$ cat src/verilog/e1ls_defines.vh
/*
  constants of the e1 line status and interrupt register group.
  assumes an 8-bit register port; offsets are byte addresses.
*/
`ifndef E1LS_DEFINES_VH
`define E1LS_DEFINES_VH

// ****************************************
// register offsets
// ****************************************
`define E1LS_OFS_TERM      8'h32
`define E1LS_OFS_LINE_IE   8'h33
`define E1LS_OFS_ERR_IE    8'h34
`define E1LS_OFS_EDGE      8'h35
`define E1LS_OFS_LSTAT     8'h36
`define E1LS_OFS_GAIN      8'h37
`define E1LS_OFS_TXJIT     8'h38
`define E1LS_OFS_RXJIT     8'h39
`define E1LS_OFS_LINE_IS   8'h3A
`define E1LS_OFS_ERR_IS    8'h3B
`define E1LS_OFS_JTEST     8'h50

// ****************************************
// field positions
// ****************************************
`define E1LS_B_DF          2
`define E1LS_B_LOS         0
`define E1LS_B_TTERM_LO    3
`define E1LS_B_JTEST_TX    0
`define E1LS_B_JTEST_RX    1
`define E1LS_B_JIT_CLR     0
`define E1LS_LINE_MASK     8'h05
`define E1LS_ERR_MASK      8'h77
`define E1LS_TERM_MASK     8'h3F
`define E1LS_JTEST_MASK    8'h03

// ****************************************
// reset values
// ****************************************
`define E1LS_RST_TERM      8'h07
`define E1LS_RST_ZERO      8'h00
`define E1LS_RST_JMIN      7'h7F

// ****************************************
// termination codes
// ****************************************
`define E1LS_TERM_75       2'h0
`define E1LS_TERM_120      2'h1
`define E1LS_TERM_100      2'h2
`define E1LS_TERM_110      2'h3

`endif

$ cat src/verilog/e1ls_regs.v
/*
  register group of one e1 line channel: termination select, line and
  error interrupt enables and status, edge select, line status, receive
  gain code and transmit/receive jitter fifo pointer distance.
  assumes driver fault and signal loss come from another clock domain;
  all other inputs come from logic on clk_i.
*/
// The plain strobed port was chosen for this implementation.
// How it works
// - tx termination code decodes; 1xx bypasses matching
// - rx termination decodes same as transmit
// - line status events need enable for interrupt
// - six error events gated by own enables
// - edge select: rising only or both edges
// - driver fault state readable, live level
// - signal loss state readable, live level
// - five-bit receive gain code readable
// - tx field shows current pointer distance
// - tx test mode shows peak-to-peak since read
// - writing one clears tx jitter field
// - interrupt status bits clear on written one
`timescale 1ns/1ns
`default_nettype none
`include "e1ls_defines.vh"

module e1ls_regs (
  input  wire       clk_i,              // 10 MHz system clock
  input  wire       sys_rst_i,          // synchronous reset, high
  input  wire [7:0] addr_i,             // register address
  input  wire [7:0] wr_data_i,          // write data
  input  wire       wr_i,               // write strobe
  input  wire       rd_i,               // read strobe
  output wire [7:0] rd_data_o,          // read data, cycle after rd_i
  input  wire       driver_fault_i,     // async driver failure level
  input  wire       signal_loss_i,      // async loss of signal level
  input  wire       pulse_sum_ovf_i,    // pulse-sum overflow pulse
  input  wire       tx_fifo_slip_i,     // tx jitter fifo over/underflow
  input  wire       rx_fifo_slip_i,     // rx jitter fifo over/underflow
  input  wire       excess_zero_i,      // excess zero error pulse
  input  wire       code_violation_i,   // code violation pulse
  input  wire       counter_ovf_i,      // error counter overflow pulse
  input  wire [4:0] receive_gain_code_i,// amplifier gain band
  input  wire [6:0] tx_distance_i,      // tx fifo pointer distance
  input  wire [6:0] rx_distance_i,      // rx fifo pointer distance
  output wire [3:0] tx_term_sel_o,      // one-hot 75/120/100/110 ohm
  output wire       tx_term_bypass_o,   // tx internal matching off
  output wire [3:0] rx_term_sel_o,      // one-hot 75/120/100/110 ohm
  output wire       rx_term_bypass_o,   // rx internal matching off
  output wire       irq_n_o             // interrupt, active low
);

  // ****************************************
  // functions
  // ****************************************
  // one-hot impedance select; all zero when bypassed
  function [3:0] term_onehot;
    input [2:0] code;
    begin
      term_onehot = 4'h0;
      if (!code[2])
      begin
        case (code[1:0])
          `E1LS_TERM_75:  term_onehot = 4'h1;
          `E1LS_TERM_120: term_onehot = 4'h2;
          `E1LS_TERM_100: term_onehot = 4'h4;
          `E1LS_TERM_110: term_onehot = 4'h8;
          default:        term_onehot = 4'h0;
        endcase
      end
    end
  endfunction

  // status bit update: hardware set beats software clear
  function [7:0] sticky;
    input [7:0] cur;
    input [7:0] set;
    input [7:0] clr;
    begin
      sticky = (cur & ~clr) | set;
    end
  endfunction

  // window maximum; a restart opens a new window at the present sample
  function [6:0] peak_hi;
    input       restart;
    input [6:0] cur;
    input [6:0] sample;
    begin
      if (restart || (sample > cur))
        peak_hi = sample;
      else
        peak_hi = cur;
    end
  endfunction

  // window minimum, same restart behaviour as the maximum
  function [6:0] peak_lo;
    input       restart;
    input [6:0] cur;
    input [6:0] sample;
    begin
      if (restart || (sample < cur))
        peak_lo = sample;
      else
        peak_lo = cur;
    end
  endfunction

  // measurement field: zero on clear, span in peak mode, else live distance
  function [6:0] jit_field;
    input       clr;
    input       peak;
    input [6:0] hi;
    input [6:0] lo;
    input [6:0] live;
    begin
      if (clr)
        jit_field = 7'h00;
      else if (peak)
        jit_field = hi - lo;
      else
        jit_field = live;
    end
  endfunction

  // ****************************************
  // registers
  // ****************************************
  reg  [7:0] term_r;
  reg  [7:0] line_ie_r;
  reg  [7:0] err_ie_r;
  reg  [7:0] edge_r;
  reg  [7:0] jtest_r;
  reg  [7:0] line_is_r;
  reg  [7:0] err_is_r;
  reg  [7:0] rd_data_r;
  reg  [7:0] rd_data_nxt;
  reg        irq_n_r;
  reg  [3:0] tx_sel_r;
  reg  [3:0] rx_sel_r;
  reg        tx_byp_r;
  reg        rx_byp_r;

  // two-stage synchronisers, then one more stage for edge detection
  reg  [1:0] df_sync_r;
  reg  [1:0] los_sync_r;
  reg        df_prev_r;
  reg        los_prev_r;

  reg  [6:0] tx_meas_r;
  reg  [6:0] tx_max_r;
  reg  [6:0] tx_min_r;
  reg  [6:0] rx_meas_r;
  reg  [6:0] rx_max_r;
  reg  [6:0] rx_min_r;

  wire       df_state  = df_sync_r[1];
  wire       los_state = los_sync_r[1];

  wire       wr_term   = wr_i && (addr_i == `E1LS_OFS_TERM);
  wire       wr_lie    = wr_i && (addr_i == `E1LS_OFS_LINE_IE);
  wire       wr_eie    = wr_i && (addr_i == `E1LS_OFS_ERR_IE);
  wire       wr_edge   = wr_i && (addr_i == `E1LS_OFS_EDGE);
  wire       wr_jtest  = wr_i && (addr_i == `E1LS_OFS_JTEST);
  wire       wr_lis    = wr_i && (addr_i == `E1LS_OFS_LINE_IS);
  wire       wr_eis    = wr_i && (addr_i == `E1LS_OFS_ERR_IS);
  wire       rd_txj    = rd_i && (addr_i == `E1LS_OFS_TXJIT);
  wire       rd_rxj    = rd_i && (addr_i == `E1LS_OFS_RXJIT);

  wire       clr_txj   = wr_i && (addr_i == `E1LS_OFS_TXJIT)
                         && wr_data_i[`E1LS_B_JIT_CLR];
  wire       clr_rxj   = wr_i && (addr_i == `E1LS_OFS_RXJIT)
                         && wr_data_i[`E1LS_B_JIT_CLR];

  wire       tx_pp     = jtest_r[`E1LS_B_JTEST_TX];
  wire       rx_pp     = jtest_r[`E1LS_B_JTEST_RX];

  // ****************************************
  // line status events
  // ****************************************
  wire df_rise  = df_state & ~df_prev_r;
  wire df_fall  = ~df_state & df_prev_r;
  wire los_rise = los_state & ~los_prev_r;
  wire los_fall = ~los_state & los_prev_r;

  wire df_evt  = df_rise | (edge_r[`E1LS_B_DF] & df_fall);
  wire los_evt = los_rise | (edge_r[`E1LS_B_LOS] & los_fall);

  wire [7:0] line_set = {5'h00, df_evt, 1'b0, los_evt};
  wire [7:0] err_set  = {1'b0, pulse_sum_ovf_i, tx_fifo_slip_i,
                         rx_fifo_slip_i, 1'b0, excess_zero_i,
                         code_violation_i, counter_ovf_i};

  wire [7:0] line_clr = wr_lis ? wr_data_i : 8'h00;
  wire [7:0] err_clr  = wr_eis ? wr_data_i : 8'h00;

  wire [7:0] line_is_nxt = sticky(line_is_r, line_set, line_clr)
                           & `E1LS_LINE_MASK;
  wire [7:0] err_is_nxt  = sticky(err_is_r, err_set, err_clr)
                           & `E1LS_ERR_MASK;

  // ****************************************
  // jitter peak-to-peak tracking
  // ****************************************
  // a read or a clear restarts the window at the present distance
  wire tx_restart = rd_txj | clr_txj;
  wire rx_restart = rd_rxj | clr_rxj;

  wire [6:0] tx_max_nxt = peak_hi(tx_restart, tx_max_r, tx_distance_i);
  wire [6:0] tx_min_nxt = peak_lo(tx_restart, tx_min_r, tx_distance_i);
  wire [6:0] rx_max_nxt = peak_hi(rx_restart, rx_max_r, rx_distance_i);
  wire [6:0] rx_min_nxt = peak_lo(rx_restart, rx_min_r, rx_distance_i);

  // live distance in normal mode, window span in test mode
  wire [6:0] tx_meas_nxt = jit_field(clr_txj, tx_pp, tx_max_nxt,
                                     tx_min_nxt, tx_distance_i);
  wire [6:0] rx_meas_nxt = jit_field(clr_rxj, rx_pp, rx_max_nxt,
                                     rx_min_nxt, rx_distance_i);

  // ****************************************
  // interrupt
  // ****************************************
  wire irq_line = |(line_is_nxt & line_ie_r);
  wire irq_err  = |(err_is_nxt & err_ie_r);

  // ****************************************
  // read mux
  // ****************************************
  // unmapped addresses read zero; data stands only after a read
  always @*
  begin
    rd_data_nxt = 8'h00;
    if (rd_i)
    begin
      case (addr_i)
        `E1LS_OFS_TERM:    rd_data_nxt = term_r;
        `E1LS_OFS_LINE_IE: rd_data_nxt = line_ie_r;
        `E1LS_OFS_ERR_IE:  rd_data_nxt = err_ie_r;
        `E1LS_OFS_EDGE:    rd_data_nxt = edge_r;
        `E1LS_OFS_LSTAT:   rd_data_nxt = {5'h00, df_state, 1'b0,
                                          los_state};
        `E1LS_OFS_GAIN:    rd_data_nxt = {3'h0,
                                          receive_gain_code_i};
        `E1LS_OFS_TXJIT:   rd_data_nxt = {1'b0, tx_meas_r};
        `E1LS_OFS_RXJIT:   rd_data_nxt = {1'b0, rx_meas_r};
        `E1LS_OFS_LINE_IS: rd_data_nxt = line_is_r;
        `E1LS_OFS_ERR_IS:  rd_data_nxt = err_is_r;
        `E1LS_OFS_JTEST:   rd_data_nxt = jtest_r;
        default:           rd_data_nxt = 8'h00;
      endcase
    end
  end

  // ****************************************
  // synchronisers
  // ****************************************
  always @(posedge clk_i)
  begin
    if (sys_rst_i)
    begin
      df_sync_r  <= 2'h0;
      los_sync_r <= 2'h0;
      df_prev_r  <= 1'b0;
      los_prev_r <= 1'b0;
    end
    else
    begin
      df_sync_r  <= {df_sync_r[0], driver_fault_i};
      los_sync_r <= {los_sync_r[0], signal_loss_i};
      df_prev_r  <= df_state;
      los_prev_r <= los_state;
    end
  end

  // ****************************************
  // control registers
  // ****************************************
  always @(posedge clk_i)
  begin
    if (sys_rst_i)
    begin
      term_r    <= `E1LS_RST_TERM;
      line_ie_r <= `E1LS_RST_ZERO;
      err_ie_r  <= `E1LS_RST_ZERO;
      edge_r    <= `E1LS_RST_ZERO;
      jtest_r   <= `E1LS_RST_ZERO;
    end
    else
    begin
      // tx code top bit must stay writable, else bypass is unreachable
      if (wr_term)
        term_r <= wr_data_i & `E1LS_TERM_MASK;
      if (wr_lie)
        line_ie_r <= wr_data_i & `E1LS_LINE_MASK;
      if (wr_eie)
        err_ie_r <= wr_data_i & `E1LS_ERR_MASK;
      if (wr_edge)
        edge_r <= wr_data_i & `E1LS_LINE_MASK;
      if (wr_jtest)
        jtest_r <= wr_data_i & `E1LS_JTEST_MASK;
    end
  end

  // ****************************************
  // status and interrupt
  // ****************************************
  always @(posedge clk_i)
  begin
    if (sys_rst_i)
    begin
      line_is_r <= `E1LS_RST_ZERO;
      err_is_r  <= `E1LS_RST_ZERO;
      irq_n_r   <= 1'b1;
    end
    else
    begin
      line_is_r <= line_is_nxt;
      err_is_r  <= err_is_nxt;
      irq_n_r   <= ~(irq_line | irq_err);
    end
  end

  // ****************************************
  // jitter measurement
  // ****************************************
  // the minimum starts at full scale so the first sample always wins
  always @(posedge clk_i)
  begin
    if (sys_rst_i)
    begin
      tx_meas_r <= 7'h00;
      tx_max_r  <= 7'h00;
      tx_min_r  <= `E1LS_RST_JMIN;
      rx_meas_r <= 7'h00;
      rx_max_r  <= 7'h00;
      rx_min_r  <= `E1LS_RST_JMIN;
    end
    else
    begin
      tx_meas_r <= tx_meas_nxt;
      tx_max_r  <= tx_max_nxt;
      tx_min_r  <= tx_min_nxt;
      rx_meas_r <= rx_meas_nxt;
      rx_max_r  <= rx_max_nxt;
      rx_min_r  <= rx_min_nxt;
    end
  end

  // ****************************************
  // read data and termination outputs
  // ****************************************
  always @(posedge clk_i)
  begin
    if (sys_rst_i)
    begin
      rd_data_r <= 8'h00;
      tx_sel_r  <= 4'h0;
      rx_sel_r  <= 4'h0;
      tx_byp_r  <= 1'b0;
      rx_byp_r  <= 1'b0;
    end
    else
    begin
      rd_data_r <= rd_data_nxt;
      tx_sel_r  <= term_onehot(term_r[`E1LS_B_TTERM_LO +: 3]);
      tx_byp_r  <= term_r[`E1LS_B_TTERM_LO + 2];
      rx_sel_r  <= term_onehot(term_r[2:0]);
      rx_byp_r  <= term_r[2];
    end
  end

  assign rd_data_o        = rd_data_r;
  assign irq_n_o          = irq_n_r;
  assign tx_term_sel_o    = tx_sel_r;
  assign tx_term_bypass_o = tx_byp_r;
  assign rx_term_sel_o    = rx_sel_r;
  assign rx_term_bypass_o = rx_byp_r;

endmodule // e1ls_regs

`default_nettype wire
$ cat config.mk
export PLATFORM = sky130hd
export DESIGN_NAME = e1ls_regs
export DESIGN_NICKNAME = d
export VERILOG_FILES = /design/src/verilog/e1ls_regs.v
export VERILOG_INCLUDE_DIRS = /design/src /design/src/verilog
export SDC_FILE = /design/constraint.sdc
export NUM_CORES = 1
export LEC_CHECK = 0
export BUFFER_PORTS_ARGS = -buffer_cell sky130_fd_sc_hd__buf_2
export CAP_MARGIN = 40
export CELL_PAD_IN_SITES_DETAIL_PLACEMENT = 2
export CELL_PAD_IN_SITES_GLOBAL_PLACEMENT = 2
export CORE_MARGIN = 2
export CORE_UTILIZATION = 32
export CTS_CLUSTER_SIZE = 14
export DETAILED_ROUTE_END_ITERATION = 10
export GPL_TIMING_DRIVEN = 0
export PLACE_DENSITY_LB_ADDON = 0.1
export SLEW_MARGIN = 20
export SYNTH_ARGS = -nofsm -noshare
export SYNTH_HDL_FRONTEND = slang
export SYNTH_SLANG_ARGS = --single-unit
export TNS_END_PERCENT = 30
$ cat constraint.sdc
create_clock -name clk_i -period 4.2 [get_ports clk_i]
set_input_delay 0.21 -clock clk_i [delete_from_list [all_inputs] [get_ports clk_i]]
set_output_delay 0.21 -clock clk_i [all_outputs]
set_load 0.02 [all_outputs]
==> results of run 1 <==
## flip-flops by register name, indices dropped and copies added (netlist names), 4 cells and up
name / count
rx_term_sel_o: 4
err_ie_r: 6
rd_data_o: 7
tx_term_sel_o: 4
rx_meas_r: 7
rx_min_r: 7
term_r: 6
rx_max_r: 7
tx_meas_r: 7
err_is_r: 6
tx_max_r: 7
tx_min_r: 7
## power groups by stage
stage | registers, mW | logic (mW) | clock network (mW)
floorplan | 0.956 | 0.421 | 0
global placement | 0.962 | 0.566 | 0
detailed placement | 0.964 | 0.594 | 0
CTS | 0.944 | 0.616 | 0.855
global route | 0.949 | 0.692 | 0.894
finish | 0.944 | 0.611 | 0.823
## per-layer routing
metal / track usage [%] / vias up / wire length, µm
met1: 24.5 / 2186 / 7000
met2: 37.1 / 70 / 8120
met5: 0 / - / 0
met3: 4.38 / 13 / 494
met4: 4.98 / 0 / 196
li1: - / 2143 / -
## stage by stage
stage	TNS, ps	utilization [%]	cells	cell area, µm²	hold slack, ps
detailed placement	-731	36.1	811	5470	434
finish	0	38.4	828	5810	67.1
CTS	0	38.2	827	5790	56.8
global placement	-586	36.1	811	5470	428
floorplan	0	-	564	4940	338
global route	0	38.4	828	5810	78.8
## synth_stat cells (all sizes together), types with 7 or more instances
| master | n | area [µm²] |
|---|---|---|
| a31oi | 7 | 43.8 |
| xnor2 | 8 | 70.1 |
| o21ai | 18 | 93.8 |
| clkbuf | 20 | 76.3 |
| and2 | 12 | 75.1 |
| ha | 38 | 475 |
| dfxtp | 92 | 1840 |
| and3 | 8 | 55.1 |
| a22oi | 7 | 52.6 |
| inv | 37 | 139 |
| nand2 | 55 | 206 |
| buf | 7 | 46.3 |
| a211oi | 8 | 65.1 |
| nand3 | 30 | 150 |
| a21oi | 40 | 200 |
| mux2i | 21 | 210 |
| mux2 | 8 | 90.1 |
| nor2b | 14 | 87.6 |
| a21o | 10 | 75.1 |
| nor2 | 43 | 161 |
## how the worst max path moves through the flow
stage	to	slack [ps]	cells past startpoint
final	rx_meas_r[6]	370	18
after global placement	rx_meas_r[6]	-590	18
after detailed placement	rx_meas_r[6]	-730	18
after CTS	rx_meas_r[6]	70	18
after global routing	rx_meas_r[6]	6	18
after floorplan	rx_meas_r[6]	250	18
## layout by cell type, fill, tap and decap left out, types with 10 or more instances in the layout
master,synthesis,layout
nor2b_1,14,14
nand2_1,55,55
nor2_1,43,42
a21o_1,10,10
o21ai_0,16,15
nand3_1,30,30
buf_2,4,63
ha_1,38,38
mux2i_1,21,21
dfxtp_1,92,91
a21oi_1,40,38
inv_1,37,37
and2_1,12,12
clkbuf_1,19,19
## layout make-up
class	count	area share (%)
multi-input cells	408	49.3
inverters	37	2.39
clock buffers	10	3.94
repair buffers	61	5.34
clock inverters	5	1.06
plain buffers	27	2.17
flip-flops and latches	92	31.7
well taps	188	4.05
## cells by family after synthesis
kind of cell / Yosys count / share of synthesized area (%)
compound gates: 126 / 17.5
other cells: 1 / 0.0759
buf+inv: 64 / 5.29
flops: 92 / 37.3
simple gates: 200 / 20.9
xor+xnor: 11 / 1.95
fa+ha+maj: 40 / 10.4
mux: 30 / 6.54
## timing repair
item	CTS	global route
buffers inserted	1	1
pin swaps	1	1
setup endpoints to repair	2	2
gates resized for setup	7	4
==> run_results.csv, run 1 <==
group,metric,value,unit
run_status,status,"completed",
sta,final.min_clock_period,3830,ps
setup_path,cp_max_fo,10,
logic_synthesis,synth_async_sr_flop_share,0,%
clock_network,cts_root_buf,"clkbuf_16",
global_routing,first_global_vias,4781,
sta,setup_viol,0,
setup_path,max_stage_delay,430,ps
route,routed_wirelength,15800,µm
hold_path,hold_end,"los_sync_r[0]",
logic_synthesis,synth_area,4940,µm²
setup_path,critical_path.slowest_cell,"fa_1",
power_and_ir_drop,p_switching,0.735,mW
clock_network,postCtsHoldBufs,0,
sta,maxSlewViolCount,0,
logic_synthesis,ys_warn_count,0,
power_and_ir_drop,ir_drop,0.216,mV
setup_path,rr_endpoint,"rx_meas_r[6]",
power_and_ir_drop,power_density,409,nW/µm²
clock_network,clk_latency,350,ps
placement,pre_cts_ws,-731,ps
hold_path,whs_path_depth,2,
logic_synthesis,yosysSeqAreaShare,37.3,%
logic_synthesis,synth_nets,651,
logic_synthesis,synth_ff_type,"dfxtp_1",
run,cap_violations,0,
global_routing,grt_pass1_wl,25900,µm
finish,drive_above_1_share,17.2,%
logic_synthesis,yosysUniqueCellTypes,66,
clock_network,cts.clk_slew.worst_paths,70,ps
setup_path,reg2regPathDepth,18,
logic_synthesis,ys_ff_latch,92,
setup_path,startpoint,"rx_max_r[6]",
sta,fin_worst_skew,10.6,ps
global_routing,antenna_found_initial,0,
power_and_ir_drop,p_leak,2.54,nW
hold_path,worstHoldPathType,"input pin to register",
route,routed_via_density,5.33,
global_routing,grt_max_degree,16,
route,antenna_left,0,
route,drt_pass1_iterations,4,
clock_network,cts_buffer_depth,2,
logic_synthesis,netlist_instances,564,
sta,grt_setup_unrepaired,"false",
setup_path,critPathKind,"register to register",
sta,setup_slack,367,ps
hold_path,min_from,"signal_loss_i",
global_routing,grt_usage,20.4,%
finish,syn_to_final_growth,17.7,%
floorplanning,ios,66,
finish,nets,723,
setup_path,cp-end-kind,"register",
placement,hpwl,12400,µm
logic_synthesis,synth.avg_cell_area,8.76,µm²
floorplanning,die_x,128,µm
clock_network,cts_made_buffers,9,
power_and_ir_drop,p_int,1.64,mW
clock_network,htreeDepth,3,
floorplanning,rows,45,
finish,regArea,1840,µm²
sta,maxSlewHeadroom,44.6,%
setup_path,r2r_slack,370,ps
power_and_ir_drop,finalPower,2.38,mW
power_and_ir_drop,p_clk_share,34.6,%
clock_network,cts_tree,"yes",
sta,max_freq,0.261,GHz
setup_path,worstPathArrival,4110,ps
floorplanning,dieArea,16400,µm²
power_and_ir_drop,swShare,30.9,%
sta,fin_crit_sh,91.3,%
finish,diodes,0,
finish,fillers,1714,
logic_synthesis,synth-edff-count,0,
sta,finalHoldViolations,0,
route,drt-initial-drc-count,160,
setup_path,path_cells,"inv_1 > ha_1 > nand4_1 > a21oi_2 > nor2_1 > o21ai_2 > clkbuf_4 > mux2i_1 > ha_1 > inv_1 > fa_1 > a211oi_2 > o21bai_1 > a21oi_2 > xnor2_1 > xnor2_1 > o31a_1 > a21oi_1",
setup_path,start_kind,"register",
power_and_ir_drop,combPwrFrac,25.7,%
floorplanning,initial_core_util,32.6,%
clock_network,cts_num_sinks,92,
route,num_vias,4412,
placement,gp_congestion,0.777,
floorplanning,dieHeight,128,µm
finish,multi_input_area,2870,µm²
floorplanning,coreArea,15100,µm²
route,drc,0,
placement,port_buffers,59,
global_routing,gr-total-overflow,0,
route,route.detailed.wl_per_inst,19.1,µm
sta,tightestPinTransition,810,ps
setup_path,path_buf_inv,3,
setup_path,r2r_start,"rx_max_r[6]",
setup_path,crit_family,"compound AO/OA/AOI/OAI gates",
power_and_ir_drop,sequentialPowerShare,39.7,%
setup_path,required,4480,ps
Note: power is estimated with default switching activity, not from simulation.
==> inputs of run 2 (changes only) <==
--- a/config.mk
+++ b/config.mk
@@ -20,4 +20,3 @@
 export SYNTH_ARGS = -nofsm -noshare
 export SYNTH_HDL_FRONTEND = slang
 export SYNTH_SLANG_ARGS = --single-unit
-export TNS_END_PERCENT = 30
==> constraint.sdc (replaced) <==
create_clock -name clk_i -period 4.2 [get_ports clk_i]
set_input_delay 0.84 -clock clk_i [delete_from_list [all_inputs] [get_ports clk_i]]
set_output_delay 0.84 -clock clk_i [all_outputs]
set_load 0.02 [all_outputs]
==> run_results.csv, run 2 (same netlist as run 1, synthesis figures left out) <==
group,metric,value,unit
run_status,status,"completed",
route,routed_wirelength,16600,µm
setup_path,start_kind,"input pin",
global_routing,first_global_vias,4824,
clock_network,clk_latency,350,ps
sta,maxSlewHeadroom,43.5,%
power_and_ir_drop,power_density,417,nW/µm²
global_routing,antenna_found_initial,0,
sta,maxSlewViolCount,0,
placement,pre_cts_ws,-875,ps
setup_path,worstPathArrival,4290,ps
power_and_ir_drop,p_leak,2.64,nW
floorplanning,die_x,128,µm
hold_path,worstHoldPathType,"register to register",
sta,max_freq,0.246,GHz
clock_network,cts_num_sinks,92,
clock_network,htreeDepth,3,
finish,nets,737,
route,drt_pass1_iterations,4,
global_routing,grt_usage,20.4,%
sta,fin_worst_skew,9.50,ps
global_routing,gr-total-overflow,0,
sta,tightestPinTransition,826,ps
route,drc,0,
sta,setup_tns,0,ps
route,num_vias,4443,
sta,grt_setup_unrepaired,"true",
clock_network,cts_buffer_depth,2,
clock_network,cts_root_buf,"clkbuf_16",
placement,hpwl,12700,µm
sta,setup_slack,127,ps
setup_path,cp_max_fo,10,
sta,final.min_clock_period,4070,ps
finish,final_common_cell,"dfxtp_1",
route,route.detailed.wl_per_inst,19.7,µm
finish,final_cell_mix,"92 x dfxtp_1, 61 x buf_2, 55 x nand2_1",
clock_network,cts_tree,"yes",
global_routing,grt_pass1_wl,25800,µm
floorplanning,coreArea,15100,µm²
sta,finalHoldViolations,0,
sta,setup_viol,0,
floorplanning,initial_core_util,32.6,%
run,cap_violations,0,
sta,fin_crit_sh,97.0,%
clock_network,cts.clk_slew.worst_paths,70,ps
route,drt-initial-drc-count,175,
placement,gp_congestion,0.774,
setup_path,cp-end-kind,"register",
finish,syn_to_final_growth,22.9,%
finish,drive_above_1_share,20.3,%
floorplanning,dieArea,16400,µm²
power_and_ir_drop,ir_drop,0.206,mV
floorplanning,ios,66,
route,antenna_left,0,
placement,port_buffers,59,
global_routing,grt_max_degree,16,
finish,fin_util,40.1,%
setup_path,required,4420,ps
finish,diodes,0,
route,routed_via_density,5.28,
setup_path,critPathKind,"input pin to register",
floorplanning,rows,45,
floorplanning,dieHeight,128,µm
clock_network,cts_made_buffers,9,
[run 2: changes by cell type in the layout (fill, tap and decap cells not counted), sizes merged]
cell,previous run,this run
clkbuf,30,31
buf,68,81
bufinv,1,2
clkinv,3,1
clkinvlp,0,1
[run 2: final timing paths]
kind	from	to	slack, ps	depth (start not counted)
worst max-delay path	rx_distance_i[6]	rx_meas_r[6]	130	18
worst min-delay path	los_sync_r[0]	los_sync_r[1]	450	1
worst min register to register	los_sync_r[0]	los_sync_r[1]	450	1
worst max register to register	rx_max_r[6]	rx_meas_r[6]	190	18
[run 2: stage by stage]
stage / total power, mW / cells / instance area (µm²) / hold WS (ps)
floorplan: 1.38 / 564 / 4940 / 414
global placement: 1.53 / 811 / 5470 / 431
detailed placement: 1.56 / 811 / 5470 / 441
CTS: 2.47 / 827 / 5830 / 458
global route: 2.68 / 842 / 6070 / 461
finish: 2.53 / 842 / 6070 / 451
[run 2: what timing repair did]
item | 4_1_cts | 5_1_grt
endpoints found under the hold margin | 0 | 0
setup buffers | 1 | 15
pin swaps | 1 | 11
gates resized for setup | 8 | 17
setup endpoints to repair | 2 | 2
gates cloned | 0 | 0
hold buffers | 0 | 0
[run 2: layout make-up]
cell class,count,area [µm²]
repair buffers,75,459
clock buffers,10,229
clock inverters,5,85.1
flip-flops and latches,92,1840
plain buffers,27,136
inverters,37,139
well taps,188,235
fillers,1672,9070
multi-input cells,408,2950
[run 2: metal layers]
metal,GRT usage (%),up-vias,wire length (µm)
met5,0,-,0
met4,4.65,0,141
met3,4.26,14,417
met2,38.6,51,8880
met1,23.3,2209,7110
li1,-,2169,-
[run 2: worst max-delay path, stage by stage]
cell      delay (ps)
clkbuf_4         180
ha_4             280
nand4_1          210
a21oi_2          240
nor2_2            80
o21ai_2          220
buf_8            150
mux2i_4          220
ha_2             190
inv_1             70
fa_2             400
a211oi_2         270
o21bai_1         130
a21oi_2          170
buf_6            140
nor4b_1           60
o31ai_1          350
a21oi_2           90
[run 2: power breakdown]
part	internal, mW	total, mW	switching (mW)	leakage (nW)
logic	0.319	0.700	0.381	1.73
clock network	0.522	0.885	0.363	0.149
registers	0.920	0.946	0.0257	0.756
==> inputs of run 3 (changes only) <==
--- a/config.mk
+++ b/config.mk
@@ -6,12 +6,13 @@
 export SDC_FILE = /design/constraint.sdc
 export NUM_CORES = 1
 export LEC_CHECK = 0
-export BUFFER_PORTS_ARGS = -buffer_cell sky130_fd_sc_hd__buf_2
+export ABC_AREA = 1
+export BUFFER_PORTS_ARGS = -buffer_cell sky130_fd_sc_hd__buf_4
 export CAP_MARGIN = 40
 export CELL_PAD_IN_SITES_DETAIL_PLACEMENT = 2
 export CELL_PAD_IN_SITES_GLOBAL_PLACEMENT = 2
 export CORE_MARGIN = 2
-export CORE_UTILIZATION = 32
+export CORE_UTILIZATION = 29
 export CTS_CLUSTER_SIZE = 14
 export DETAILED_ROUTE_END_ITERATION = 10
 export GPL_TIMING_DRIVEN = 0
==> run_results.csv, run 3 <==
group,metric,value,unit
route,drt_pass1_iterations,4,
setup_path,path_common_cell,"nand2_1",
finish,diodes,0,
global_routing,antenna_found_initial,0,
global_routing,grt_usage,19.6,%
floorplanning,dieArea,18100,µm²
setup_path,cp-end-kind,"register",
setup_path,required,4450,ps
placement,pre_cts_ws,46.3,ps
setup_path,max_stage_delay,400,ps
logic_synthesis,synth_nets,793,
floorplanning,initial_core_util,29.7,%
hold_path,min_from,"los_sync_r[0]",
placement,gp_congestion,0.824,
setup_path,critPathKind,"input pin to register",
logic_synthesis,synth_ff_type,"dfxtp_1",
logic_synthesis,yosys-top-cells-count,"161 x nand2_1, 127 x inv_1, 92 x dfxtp_1, 70 x nor2_1, 60 x a21oi_1",
finish,syn_to_final_growth,20.7,%
global_routing,first_global_vias,5336,
finish,final_area,5950,µm²
run_status,status,"completed",
logic_synthesis,synth_async_sr_flop_share,0,%
floorplanning,die_x,134,µm
clock_network,cts_num_sinks,92,
sta,finalHoldViolations,0,
sta,tightestPinTransition,785,ps
floorplanning,ios,66,
finish,nets,865,
power_and_ir_drop,power_density,391,nW/µm²
clock_network,postCtsHoldBufs,0,
logic_synthesis,synth_fa_ha_area_share,10.5,%
route,routed_via_density,4.80,
logic_synthesis,synth_top_area_share,37.4,%
finish,regArea,1840,µm²
clock_network,cts_tree,"yes",
finish,final_common_cell,"nand2_1",
sta,setup_tns,0,ps
clock_network,cts_buffer_depth,2,
global_routing,gr-total-overflow,0,
setup_path,critical_path.slowest_cell,"fa_1",
logic_synthesis,synthXorXnorAreaFrac,1.24,%
sta,fin_crit_sh,87.7,%
logic_synthesis,ys_ff_latch,92,
finish,fillers,2007,
route,routed_wirelength,16800,µm
logic_synthesis,synth-simple-area-share,24.2,%
setup_path,r2r_start,"tx_max_r[6]",
power_and_ir_drop,ir_drop,0.194,mV
logic_synthesis,synth_top_family_by_area,"simple AND/OR/NAND/NOR gates",
logic_synthesis,netlist_instances,706,
logic_synthesis,synth_most_common_cell,"nand2_1",
logic_synthesis,ys_warn_count,0,
floorplanning,rows,47,
setup_path,reg2regPathDepth,23,
hold_path,hold_end,"los_sync_r[1]",
logic_synthesis,synth.avg_cell_area,6.98,µm²
sta,setup_viol,0,
setup_path,path_cells,"buf_4 > ha_1 > nand2_1 > inv_1 > a21oi_1 > nand2_1 > nand2_1 > nand2_1 > buf_4 > o21ai_1 > ha_1 > inv_1 > fa_1 > a21oi_1 > o21ai_0 > nand2_1 > nand2_1 > a21oi_1 > inv_1 > nand3_1 > nand3_1 > nand2_1 > inv_1",
route,route.detailed.wl_per_inst,16.8,µm
setup_path,start_kind,"input pin",
route,drc,0,
sta,maxSlewHeadroom,47.7,%
route,antenna_left,0,
logic_synthesis,synth_compound_gate_area_share,15.3,%
setup_path,cp_max_fo,10,
sta,fin_worst_skew,7.18,ps
logic_synthesis,yosys.area.top_type,"dfxtp_1",
sta,max_freq,0.272,GHz
hold_path,worstHoldPathType,"register to register",
setup_path,rr_endpoint,"tx_meas_r[6]",
clock_network,htreeDepth,3,
route,drt-initial-drc-count,189,
route,num_vias,4818,
logic_synthesis,yosysUniqueCellTypes,37,
power_and_ir_drop,p_leak,2.96,nW
clock_network,clk_latency,350,ps
clock_network,post_cts_buffers,0,
logic_synthesis,ys_top_cells_by_area,"dfxtp_1 37%, nand2_1 12%, inv_1 9.7%",
sta,final.min_clock_period,3680,ps
global_routing,grt_max_degree,18,
clock_network,cts_root_buf,"clkbuf_16",
sta,grt_setup_unrepaired,"false",
logic_synthesis,yosys-mux-area-fraction,0,%
finish,final_cell_mix,"161 x nand2_1, 127 x inv_1, 92 x dfxtp_1",
clock_network,cts_made_buffers,9,
logic_synthesis,yosysSeqAreaShare,37.4,%
finish,multi_input_area,2530,µm²
clock_network,cts.clk_slew.worst_paths,70,ps
logic_synthesis,synth_area,4930,µm²
setup_path,r2r_slack,780,ps
placement,dpl-instance-area,5660,µm²
setup_path,worstPathArrival,3940,ps
floorplanning,dieHeight,134,µm
finish,drive_above_1_share,11.9,%
run,cap_violations,0,
placement,port_buffers,61,
global_routing,grt_pass1_wl,27600,µm
placement,hpwl,13800,µm
logic_synthesis,synth-edff-count,0,
floorplanning,coreArea,16600,µm²
hold_path,whs_path_depth,2,
sta,setup_slack,518,ps
sta,maxSlewViolCount,0,
==> run 3: worst max-delay path by stage <==
stage,start,to,slack (ps),cells past startpoint
after floorplan,tx_distance_i[6],tx_meas_r[6],810,22
after global placement,tx_distance_i[6],tx_meas_r[6],130,22
after detailed placement,tx_distance_i[6],tx_meas_r[6],50,23
after CTS,tx_distance_i[6],tx_meas_r[6],410,23
after global routing,tx_distance_i[6],tx_meas_r[6],130,23
final,tx_distance_i[6],tx_meas_r[6],520,23
==> run 3: kinds of logic after synthesis <==
logic type / after synthesis
AO/OA/AOI/OAI: 134
AND/OR/NAND/NOR: 290
other: 1
flip-flops: 92
XOR/XNOR: 7
buffers and inverters: 142
adder cells (fa/ha/maj): 40
==> run 3: metal layers <==
metal	global-route usage [%]	wire (µm)	vias to the layer above
met5	0	0	-
met4	6.43	305	0
met3	2.38	439	17
met2	35.8	8630	57
met1	23.8	7440	2351
li1	-	-	2393
==> run 3: area by class of cell <==
class | instances | share of cell area [%]
plain buffers | 14 | 1.33
inverters | 128 | 8.08
repair buffers | 61 | 7.70
multi-input cells | 472 | 42.5
clock inverters | 7 | 1.01
clock buffers | 9 | 3.79
well taps | 220 | 4.63
flip-flops and latches | 92 | 31.0
==> run 3: worst max-delay path, delay by kind of cell <==
family / cells / cell delay (ps)
AND/OR/NAND/NOR: 9 / 790
AO/OA/AOI/OAI: 5 / 860
buffers and inverters: 6 / 570
adder cells (fa/ha/maj): 3 / 890
==> run 3: timing repair <==
| action | CTS | global route |
|---|---|---|
| setup endpoints to repair | 0 | 1 |
| resized for setup | 0 | 1 |
| hold endpoints to repair | 0 | 0 |
==> run 3: report_power, final <==
| part | switching, mW | internal [mW] |
|---|---|---|
| registers | 0.0200 | 0.919 |
| clock network | 0.398 | 0.413 |
| logic | 0.359 | 0.216 |
==> run 3: per-stage QoR <==
stage                     power [mW]  hold WS (ps)  util, %  cells
after detailed placement        1.54           411     34.1    987
after CTS                       2.36           418     35.9   1003
after global placement          1.50           393     34.1    987
after global routing            2.49           438     35.9   1003
final                           2.32           417     35.9   1003
after floorplan                 1.34           388        -    706
